## config.mk

```make
export PLATFORM = sky130hd
export DESIGN_NAME = wwd_windowed_watchdog
export DESIGN_NICKNAME = d
export VERILOG_FILES = /design/src/wwd_pkg.sv /design/src/wwd_windowed_watchdog.sv
export SDC_FILE = /design/constraint.sdc
export NUM_CORES = 1
export LEC_CHECK = 0
export BUFFER_PORTS_ARGS = -buffer_cell sky130_fd_sc_hd__buf_2
export CORE_ASPECT_RATIO = 0.75
export CORE_MARGIN = 2
export CORE_UTILIZATION = 58
export DETAILED_ROUTE_END_ITERATION = 8
export GPL_ROUTABILITY_DRIVEN = 0
export PLACE_DENSITY = 0.79
export RECOVER_POWER = 100
export REMOVE_ABC_BUFFERS = 1
export SETUP_SLACK_MARGIN = 0.4
export SLEW_MARGIN = 20
export SYNTH_ARGS = -nofsm -noshare
export SYNTH_HDL_FRONTEND = slang
export SYNTH_SLANG_ARGS = --single-unit
```

## constraint.sdc

```tcl
create_clock -name clk -period 3.1 [get_ports clk]
set_clock_uncertainty 0.05 [all_clocks]
set_input_delay 0.31 -clock clk [delete_from_list [all_inputs] [get_ports clk]]
set_output_delay 0.31 -clock clk [all_outputs]
set_load 0.01 [all_outputs]
```

## src/wwd_pkg.sv

```systemverilog
package wwd_pkg;
  // ----------------------------------------
  // register map, word aligned byte offsets
  // ----------------------------------------
  localparam logic [7:0] OFS_MODE = 8'h00;    // enable, reset select, flags
  localparam logic [7:0] OFS_TIMEOUT = 8'h04; // reload value
  localparam logic [7:0] OFS_FEED = 8'h08;    // feed sequence port
  localparam logic [7:0] OFS_COUNT = 8'h0c;   // live count, read only
  localparam logic [7:0] OFS_WARN = 8'h10;    // warning compare value
  localparam logic [7:0] OFS_WINDOW = 8'h14;  // window upper bound
  // ----------------------------------------
  // mode register fields
  // ----------------------------------------
  localparam int MB_EN = 0;      // set only enable
  localparam int MB_RSTEN = 1;   // set only: fault resets chip
  localparam int MB_TOFLAG = 2;  // watchdog reset happened, w1c
  localparam int MB_WARN = 3;    // warning flag, w1c
  localparam int MB_INT = 4;     // fault interrupt flag, w1c
  // ----------------------------------------
  // counter and feed constants
  // ----------------------------------------
  localparam int CW = 24;                          // counter width
  localparam logic [CW-1:0] TMIN = 24'h0000ff;     // 256 ticks minimum
  localparam logic [CW-1:0] TRST = 24'h00ffff;     // timeout at reset
  localparam logic [CW-1:0] WINRST = 24'hffffff;   // window open
  localparam logic [CW-1:0] WARNRST = 24'h000000;  // warning compare
  localparam logic [7:0] FEED1 = 8'haa;            // first feed byte
  localparam logic [7:0] FEED2 = 8'h55;            // second feed byte
  localparam int PRESC_DIV = 4;                    // osc edges per tick
  localparam int OSC_KHZ = 503;                    // nominal osc rate
  localparam int CLK_KHZ = 250000;                 // system clock rate
  localparam int CLK_PER_OSC = CLK_KHZ / OSC_KHZ;  // sys cycles per osc cycle
  // ----------------------------------------
  // carriers
  // ----------------------------------------
  typedef struct packed {
    logic hsel;
    logic [1:0] htrans;
    logic [7:0] haddr;
    logic hwrite;
    logic [2:0] hsize;
    logic hready;
    logic [31:0] hwdata;
  } wwd_ahb_req_t;

  typedef struct packed {
    logic [2:0] osc;       // osc synchroniser plus edge stage
    logic [1:0] pre;       // prescaler
    logic en;
    logic rstEn;
    logic toFlag;
    logic warnFlag;
    logic intFlag;
    logic feedArm;         // first feed byte seen
    logic chipRst;         // one cycle reset request
    logic [CW-1:0] tmo;
    logic [CW-1:0] warn;
    logic [CW-1:0] win;
    logic [CW-1:0] cnt;
    logic dWr;             // data phase write pending
    logic [7:0] dAddr;
    logic [31:0] rdata;
  } wwd_state_t;
endpackage

```

## src/wwd_windowed_watchdog.sv

```systemverilog
// Our own choices: the address map and register access over AHB-Lite.
`timescale 1ns/1ps
module wwd_windowed_watchdog (
  input wire logic clk,                       // 250 MHz system clock
  input wire logic rst_b,                     // async reset, active low
  input wire wwd_pkg::wwd_ahb_req_t ahbReq,   // ahb-lite request
  output logic [31:0] hrdata,                 // read data
  output logic hreadyout,                     // always ready
  output logic hresp,                         // always okay
  input wire logic dedicatedLowpowerOsc,      // watchdog osc, asynchronous
  output logic chipResetReq,                  // one cycle reset request
  output logic wdtIrq                         // warning or fault interrupt
);
  import wwd_pkg::*;

  // ----------------------------------------
  // state and events
  // ----------------------------------------
  wwd_state_t s_q, s_d;  // all state
  logic tick;            // one prescaled watchdog tick
  logic feedWr;          // write to feed port this cycle
  logic goodFeed;        // completed feed sequence
  logic badFeed;         // broken feed sequence
  logic outWin;          // reload too early in window mode
  logic timeoutEv;       // count ran out
  logic fault;           // any fault while enabled

  // read mux, shared by the address phase capture
  function automatic logic [31:0] rdVal(input logic [7:0] a, input wwd_state_t st);
    case (a)
      OFS_MODE: rdVal = {27'h0000000, st.intFlag, st.warnFlag, st.toFlag, st.rstEn, st.en};
      OFS_TIMEOUT: rdVal = {8'h00, st.tmo};
      OFS_COUNT: rdVal = {8'h00, st.cnt};
      OFS_WARN: rdVal = {8'h00, st.warn};
      OFS_WINDOW: rdVal = {8'h00, st.win};
      default: rdVal = 32'h00000000;  // feed and unmapped read zero
    endcase
  endfunction

  // ----------------------------------------
  // next state
  // ----------------------------------------
  always_comb begin
    logic [31:0] wd;
    wd = ahbReq.hwdata;
    s_d = s_q;
    s_d.chipRst = 1'b0;
    // osc passes two flops before the edge stage reads it
    // a nominal 503 kHz osc spans ~500 clk, so no osc edge is lost
    s_d.osc = {s_q.osc[1:0], dedicatedLowpowerOsc};
    tick = 1'b0;
    // prescaler divides osc edges by four
    if (s_q.osc[1] && !s_q.osc[2]) begin
      s_d.pre = s_q.pre + 2'd1;
      tick = (s_q.pre == 2'(PRESC_DIV - 1));
    end
    feedWr = s_q.dWr && (s_q.dAddr == OFS_FEED);
    goodFeed = feedWr && s_q.feedArm && (wd[7:0] == FEED2);
    // anything but the second byte after the first, or a lone second byte
    badFeed = feedWr && (s_q.feedArm ? (wd[7:0] != FEED2) : (wd[7:0] == FEED2));
    outWin = goodFeed && (s_q.cnt > s_q.win);
    // no sleep gating: counter runs whenever enabled and the osc runs
    timeoutEv = tick && (s_q.cnt == '0);  // period is tmo+1 ticks
    fault = s_q.en && (timeoutEv || badFeed || outWin);
    // feed sequence tracking
    if (feedWr) begin
      s_d.feedArm = !s_q.feedArm && (wd[7:0] == FEED1);
    end
    // count down on every tick while enabled
    if (s_q.en && tick && !timeoutEv) begin
      s_d.cnt = s_q.cnt - 24'd1;
    end
    if (s_q.en && tick && (s_q.cnt == s_q.warn)) begin
      s_d.warnFlag = 1'b1;
    end
    // register writes, data phase
    if (s_q.dWr) begin
      case (s_q.dAddr)
        OFS_MODE: begin
          if (wd[MB_EN] && !s_q.en) begin
            s_d.cnt = s_q.tmo;  // start from the programmed value
          end
          s_d.en = s_q.en | wd[MB_EN];  // write of zero cannot disable
          s_d.rstEn = s_q.rstEn | wd[MB_RSTEN];
          // set wins over clear: fault flags set below override these, a guard keeps a same-cycle warning
          if (wd[MB_TOFLAG]) s_d.toFlag = 1'b0;
          if (wd[MB_WARN] && !(s_q.en && tick && s_q.cnt == s_q.warn)) begin
            s_d.warnFlag = 1'b0;
          end
          if (wd[MB_INT]) s_d.intFlag = 1'b0;
        end
        // values under the minimum are clamped, not stored
        OFS_TIMEOUT: s_d.tmo = (wd[CW-1:0] < TMIN) ? TMIN : wd[CW-1:0];
        OFS_WARN: s_d.warn = wd[CW-1:0];
        OFS_WINDOW: s_d.win = wd[CW-1:0];
        default: begin
        end
      endcase
    end
    if (s_q.en && goodFeed && !outWin) begin
      s_d.cnt = s_q.tmo;
    end
    // any fault: reset or interrupt, then disable
    if (fault) begin
      if (s_q.rstEn) begin
        s_d.chipRst = 1'b1;
        s_d.toFlag = 1'b1;
      end else begin
        s_d.intFlag = 1'b1;
      end
      s_d.en = 1'b0;
      s_d.rstEn = 1'b0;
      s_d.feedArm = 1'b0;
      s_d.cnt = s_q.tmo;
    end
    // address phase capture; reads answer in the data phase
    s_d.dWr = 1'b0;
    if (ahbReq.hsel && ahbReq.hready && ahbReq.htrans[1]) begin
      s_d.dWr = ahbReq.hwrite;
      s_d.dAddr = ahbReq.haddr;
      s_d.rdata = rdVal(ahbReq.haddr, s_q);
    end
  end

  // ----------------------------------------
  // state register
  // ----------------------------------------
  always_ff @(posedge clk or negedge rst_b) begin
    if (!rst_b) begin
      s_q <= '0;
      s_q.tmo <= TRST;
      s_q.win <= WINRST;
      s_q.warn <= WARNRST;
      s_q.cnt <= TRST;
    end else begin
      s_q <= s_d;
    end
  end

  // ----------------------------------------
  // outputs
  // ----------------------------------------
  assign hrdata = s_q.rdata;
  assign hreadyout = 1'b1;  // zero wait states keeps the slave simple
  assign hresp = 1'b0;
  assign chipResetReq = s_q.chipRst;
  assign wdtIrq = s_q.warnFlag | s_q.intFlag;

  // ----------------------------------------
  // checks
  // ----------------------------------------
  property p_timeoutReset;
    @(posedge clk) disable iff (!rst_b)
      (s_q.en && s_q.rstEn && tick && s_q.cnt == '0) |=> (chipResetReq && !s_q.en);
  endproperty
  a_timeoutReset: assert property (p_timeoutReset) else $error("no reset on timeout");

  property p_window;
    @(posedge clk) disable iff (!rst_b)
      (s_q.en && goodFeed && s_q.cnt > s_q.win) |=> (!s_q.en && (chipResetReq || s_q.intFlag));
  endproperty
  a_window: assert property (p_window) else $error("early reload not faulted");

  property p_warn;
    @(posedge clk) disable iff (!rst_b)
      (s_q.en && tick && s_q.cnt == s_q.warn) |=> (s_q.warnFlag && wdtIrq);
  endproperty
  a_warn: assert property (p_warn) else $error("warning missed");

  property p_noDisable;
    @(posedge clk) disable iff (!rst_b)
      (s_q.en && !fault) |=> s_q.en;
  endproperty
  a_noDisable: assert property (p_noDisable) else $error("enable dropped");

  property p_badFeed;
    @(posedge clk) disable iff (!rst_b)
      (s_q.en && badFeed) |=> ((chipResetReq && s_q.toFlag) || s_q.intFlag);
  endproperty
  a_badFeed: assert property (p_badFeed) else $error("bad feed ignored");

  property p_flag;
    @(posedge clk) disable iff (!rst_b)
      $rose(chipResetReq) |-> s_q.toFlag;
  endproperty
  a_flag: assert property (p_flag) else $error("reset flag not set");

  property p_presc;
    @(posedge clk) disable iff (!rst_b)
      tick |=> !tick [*3];
  endproperty
  a_presc: assert property (p_presc) else $error("ticks too close");

  property p_minTmo;
    @(posedge clk) disable iff (!rst_b)
      s_q.dWr |=> (s_q.tmo >= TMIN);
  endproperty
  a_minTmo: assert property (p_minTmo) else $error("timeout below minimum");

  property p_reload;
    @(posedge clk) disable iff (!rst_b)
      (s_q.en && goodFeed && !fault) |=> (s_q.cnt == $past(s_q.tmo));
  endproperty
  a_reload: assert property (p_reload) else $error("reload value wrong");

  property p_rstPulse;
    @(posedge clk) disable iff (!rst_b)
      chipResetReq |=> !chipResetReq;
  endproperty
  a_rstPulse: assert property (p_rstPulse) else $error("reset request too long");

  // ----------------------------------------
  // checks on counter, flags and faults
  // ----------------------------------------
  // enabling from idle starts the count from the programmed value
  property p_enLoad;
    @(posedge clk) disable iff (!rst_b)
      (s_q.dWr && s_q.dAddr == OFS_MODE && ahbReq.hwdata[MB_EN] && !s_q.en)
        |=> (s_q.en && s_q.cnt == $past(s_q.tmo));
  endproperty
  a_enLoad: assert property (p_enLoad) else $error("enable did not load timeout");

  // a plain tick takes exactly one off the count
  property p_countDown;
    @(posedge clk) disable iff (!rst_b)
      (s_q.en && tick && !fault && !goodFeed) |=> (s_q.cnt == $past(s_q.cnt) - 24'd1);
  endproperty
  a_countDown: assert property (p_countDown) else $error("count step wrong");

  // without a tick or a bus write the count must not move
  property p_countHold;
    @(posedge clk) disable iff (!rst_b)
      (!tick && !s_q.dWr && !fault) |=> $stable(s_q.cnt);
  endproperty
  a_countHold: assert property (p_countHold) else $error("count moved without tick");

  // a disabled watchdog never asks for a chip reset
  property p_offHold;
    @(posedge clk) disable iff (!rst_b)
      !s_q.en |=> !chipResetReq;
  endproperty
  a_offHold: assert property (p_offHold) else $error("reset while disabled");

  // interrupt-only mode raises the line instead of a reset
  property p_irqMode;
    @(posedge clk) disable iff (!rst_b)
      (fault && !s_q.rstEn) |=> (s_q.intFlag && wdtIrq && !chipResetReq);
  endproperty
  a_irqMode: assert property (p_irqMode) else $error("fault interrupt missing");

  // reset mode pulses the chip reset and marks its cause
  property p_rstMode;
    @(posedge clk) disable iff (!rst_b)
      (fault && s_q.rstEn) |=> (chipResetReq && s_q.toFlag);
  endproperty
  a_rstMode: assert property (p_rstMode) else $error("fault reset missing");

  // the cause flag survives until software clears it
  property p_toHold;
    @(posedge clk) disable iff (!rst_b)
      (s_q.toFlag && !(s_q.dWr && s_q.dAddr == OFS_MODE)) |=> s_q.toFlag;
  endproperty
  a_toHold: assert property (p_toHold) else $error("reset flag lost");

  // the warning stays pending until software clears it
  property p_warnHold;
    @(posedge clk) disable iff (!rst_b)
      (s_q.warnFlag && !(s_q.dWr && s_q.dAddr == OFS_MODE)) |=> s_q.warnFlag;
  endproperty
  a_warnHold: assert property (p_warnHold) else $error("warning flag lost");

  // the first feed byte arms the sequence
  property p_feedArm;
    @(posedge clk) disable iff (!rst_b)
      (feedWr && !s_q.feedArm && ahbReq.hwdata[7:0] == FEED1 && !fault) |=> s_q.feedArm;
  endproperty
  a_feedArm: assert property (p_feedArm) else $error("feed not armed");

  // any fault leaves the watchdog disabled and disarmed
  property p_faultOff;
    @(posedge clk) disable iff (!rst_b)
      fault |=> (!s_q.en && !s_q.rstEn && !s_q.feedArm);
  endproperty
  a_faultOff: assert property (p_faultOff) else $error("fault left watchdog on");

  // a feed inside the window keeps the watchdog running
  property p_inWindow;
    @(posedge clk) disable iff (!rst_b)
      (s_q.en && goodFeed && s_q.cnt <= s_q.win && !timeoutEv) |=> (s_q.en && !chipResetReq);
  endproperty
  a_inWindow: assert property (p_inWindow) else $error("valid reload faulted");
endmodule // wwd_windowed_watchdog
```

==> results by group <==
Drt
  • Vias: 6,130
  • Drt pass-1 iters: 7
  • Initial DRC count: about 670
  • Via density per instance: 6.25
  • Post-Route WL: ~20,000 µm
  • WL/cell: slightly above 20 µm
  • Routed Antenna Nets: 0
  • Post-route DRC: 0

Synthesis
  • Synthesized flop and latch total: 141
  • Synthesized area: 7810 µm²
  • EDFF count, synth: 0
  • Sequential-to-total area share from yosys stat: 46.0%
  • Top FF cell, synth: dfrtp_1
  • Avg Cell Area, Syn: 10.3 µm²
  • Synthesized instance count: around 760
  • Asr flop ratio synth: 100%
  • YS warnings: 0
  • Post-synth cell types: 58

CTS
  • Max Buffers Root-to-Sink: 2
  • Skew-Pair Late Insertion Delay: 0.42 ns
  • CTS tree: built
  • Root Driver: clkbuf_16
  • Clock sink total: ~140
  • H-tree depth: 4
  • Num CTS Buffers: 17
  • Reg clk slew, reported paths: 0.06 ns

Critical path
  • Worst path slowest cell: dfstp_2
  • CP peak stage delay: ~0.54 ns
  • Worst Setup End Kind: flip-flop
  • Critical Path RT: ~3.4 ns
  • Crit path cell chain: inv_1 -> ha_1 -> nand4_1 -> nor4_1 -> nor4b_1 -> a21boi_2 -> a211oi_1 -> a22oi_1
  • CP Launch Type: flip-flop
  • CP Buf/Inv Count: 1
  • Top delay family on crit path: simple AND/OR/NAND/NOR gates
  • Worst Path Arrival: ~3 ns
  • CP Max Fanout: 3
  • Critical path class: reg2reg

Worst hold path
  • Worst min-delay path class: in2reg

Pwr
  • Pwr dens: 594 nW/µm²
  • Clock share of power: 42.4%
  • P_sw: 1.43 mW
  • Leak Pwr: approximately 3.7 nW
  • Switching Fraction: 27.7%
  • Maximum VDD drop: 428 µV
  • Internal cell power: 3.74 mW
  • Logic pwr share: 13.5%
  • Flop pwr share: 44.1%

Timing
  • F_max: 371 MHz
  • Tcrit/Tclk final: 86.9%
  • RSZ-0062 raised after global routing: yes
  • Final setup viols: 0
  • Final hold viol count: 0
  • Slew @ Worst Pin: approximately 1.9 ns
  • Min Tclk post-route: 2.69 ns
  • Fin Hold WS: 0.0461 ns
  • Max-slew headroom: -29.0%
  • Setup ws final: 0.406 ns
  • Final Max Slew Viols: 100
  • Setup TNS: 0 ns

GRT
  • Largest net degree at the start of global routing: 62
  • Initial antenna violation count: 0
  • First-pass GRT wire length: 33,300 µm
  • Total gr overflow: 0
  • GRT Overall Usage: 29.1%
  • Vias in the first global route: 6,201

Die
  • Row cnt: 36
  • Die extent in y: ~100 µm
  • Die ar.: 14,400 µm²
  • IO Pins: a little under 90
  • Core area: 13,100 µm²
  • Initial Utilization: 59.8%
  • Die X: 138 µm

Job
  • Maxcap violations: 2

Layout
  • Commonest non-fill, non-tap cell in the layout: dfrtp_1
  • Layout cells sized above 1: 25.6%
  • N_diodes: 0
  • Layout Nets: 875
  • Most frequent cells in the layout: dfrtp_1, nand2_1, mux2_2
  • Fin cells: 981
  • Area grow syn2layout: 11.5%

Placement
  • Dpl hpwl: 13,900 µm
  • DP Cell Count: 945
  • Pre-CTS setup slack: 0.432 ns
  • PortBufs: 64

Outcome
  • Failing checks: max-capacitance violations, max-slew violations
  • Status: finished with violations
[registers in the layout, indices dropped and copies added, names as in the netlist]
register	cells
chipResetReq	1
hrdata	24
s_d	2
s_q	114
[cells in the mapped netlist, types with 3 or more instances]
| cell | instances | area, µm² |
|---|---|---|
| a211oi_1 | 4 | 30.0 |
| o21ai_1 | 3 | 15.0 |
| nor4_1 | 17 | 106 |
| ha_1 | 27 | 338 |
| xnor2_1 | 12 | 105 |
| inv_1 | 34 | 128 |
| clkbuf_1 | 29 | 109 |
| dfrtp_1 | 85 | 2130 |
| nand3_1 | 15 | 75.1 |
| dfstp_2 | 56 | 1470 |
| nand2b_1 | 4 | 25.0 |
| a21boi_0 | 3 | 22.5 |
| o22a_1 | 8 | 70.1 |
| nand3b_1 | 3 | 22.5 |
| nor3b_1 | 3 | 22.5 |
| or4_1 | 3 | 22.5 |
| nor4bb_1 | 4 | 40.0 |
| a221oi_1 | 24 | 210 |
| o21ai_0 | 61 | 305 |
| mux2i_1 | 24 | 240 |
| nand2_1 | 71 | 267 |
| or3_1 | 4 | 25.0 |
| nor2_1 | 38 | 143 |
| nor3_1 | 15 | 75.1 |
| a21o_1 | 4 | 30.0 |
| xor2_1 | 31 | 272 |
| nor2b_1 | 4 | 25.0 |
| nand4_1 | 13 | 81.3 |
| and2_1 | 3 | 18.8 |
| buf_4 | 36 | 270 |
| mux2_2 | 66 | 743 |
| a21oi_1 | 17 | 85.1 |
[what timing repair did]
item / 4_1_cts / 5_1_grt
setup buffers: 0 / 2
endpoints found under the hold margin: 44 / 0
hold buffers: 2 / 0
resized for setup: 1 / 3
pin swaps: 0 / 1
endpoints found under the setup margin: 2 / 11
[through the flow]
step | util, % | instance area (µm²) | power [mW]
floorplan | - | 7440 | 2.68
global placement | 62.3 | 8130 | 2.92
detailed placement | 62.3 | 8130 | 2.98
CTS | 67.3 | 8790 | 5.18
global route | 66.7 | 8710 | 5.37
finish | 66.7 | 8710 | 5.18
[layer usage]
metal | GRT usage (%) | share of wire [%]
met3 | 7.64 | 8.7
met4 | 8.67 | 1.5
met2 | 43.1 | 45
met5 | 0 | 0
met1 | 42.1 | 45
[worst paths after layout]
kind,depth (start not counted),end,slack (ns),startpoint
max reg2reg,8,s_q[139]$_DFF_PN0_,0.41,s_q[80]$_DFFE_PN1P_
max,8,s_q[139]$_DFF_PN0_,0.41,s_q[80]$_DFFE_PN1P_
min reg2reg,0,s_d[148]$_DFF_PN0_,0.31,s_d[147]$_DFF_PN0_
min,3,s_q[40]$_DFF_PN0_,0.05,ahbReq[36]
min in group asynchronous,2,chipResetReq$_DFF_PN0_,0.77,rst_b
max in group asynchronous,3,s_q[95]$_DFFE_PN0P_,0.86,rst_b
[worst reg2reg max path: cells and delay by family (launching register included)]
kind,cells,cell delay [ns]
AOI/OAI and AO/OA,3,0.57
adders and majority gates,1,0.30
buffers and inverters,1,0.05
DFF,1,0.54
and+or+nand+nor,3,1.11
[power by group through the flow]
stage          Clock, mW  Sequential, mW  Combinational (mW)
2_1_floorplan          0            2.24               0.445
3_3_place_gp           0            2.28               0.641
3_5_place_dp           0            2.30               0.677
4_1_cts             2.21            2.27               0.691
5_1_grt             2.29            2.30               0.772
6_report            2.19            2.28               0.700
[cells by family after synthesis]
kind of cell,Yosys count,share of synthesized area [%]
AND/OR/NAND/NOR,208,13.6
AO/OA/AOI/OAI,141,11.7
flip-flops,141,46.0
buffers and inverters,104,6.85
multiplexers,90,12.6
XOR/XNOR,43,4.82
adder cells (fa/ha/maj),27,4.32
other,2,0.0961
[area by class of cell]
| cell class | count | area, µm² |
|---|---|---|
| well taps | 171 | 214 |
| flip-flops and latches | 141 | 3600 |
| fillers | 986 | 4350 |
| inverters | 34 | 128 |
| clock buffers | 19 | 443 |
| repair buffers | 84 | 448 |
| clock inverters | 13 | 190 |
| multi-input cells | 519 | 3690 |
Power figures use the tool's default switching activity.
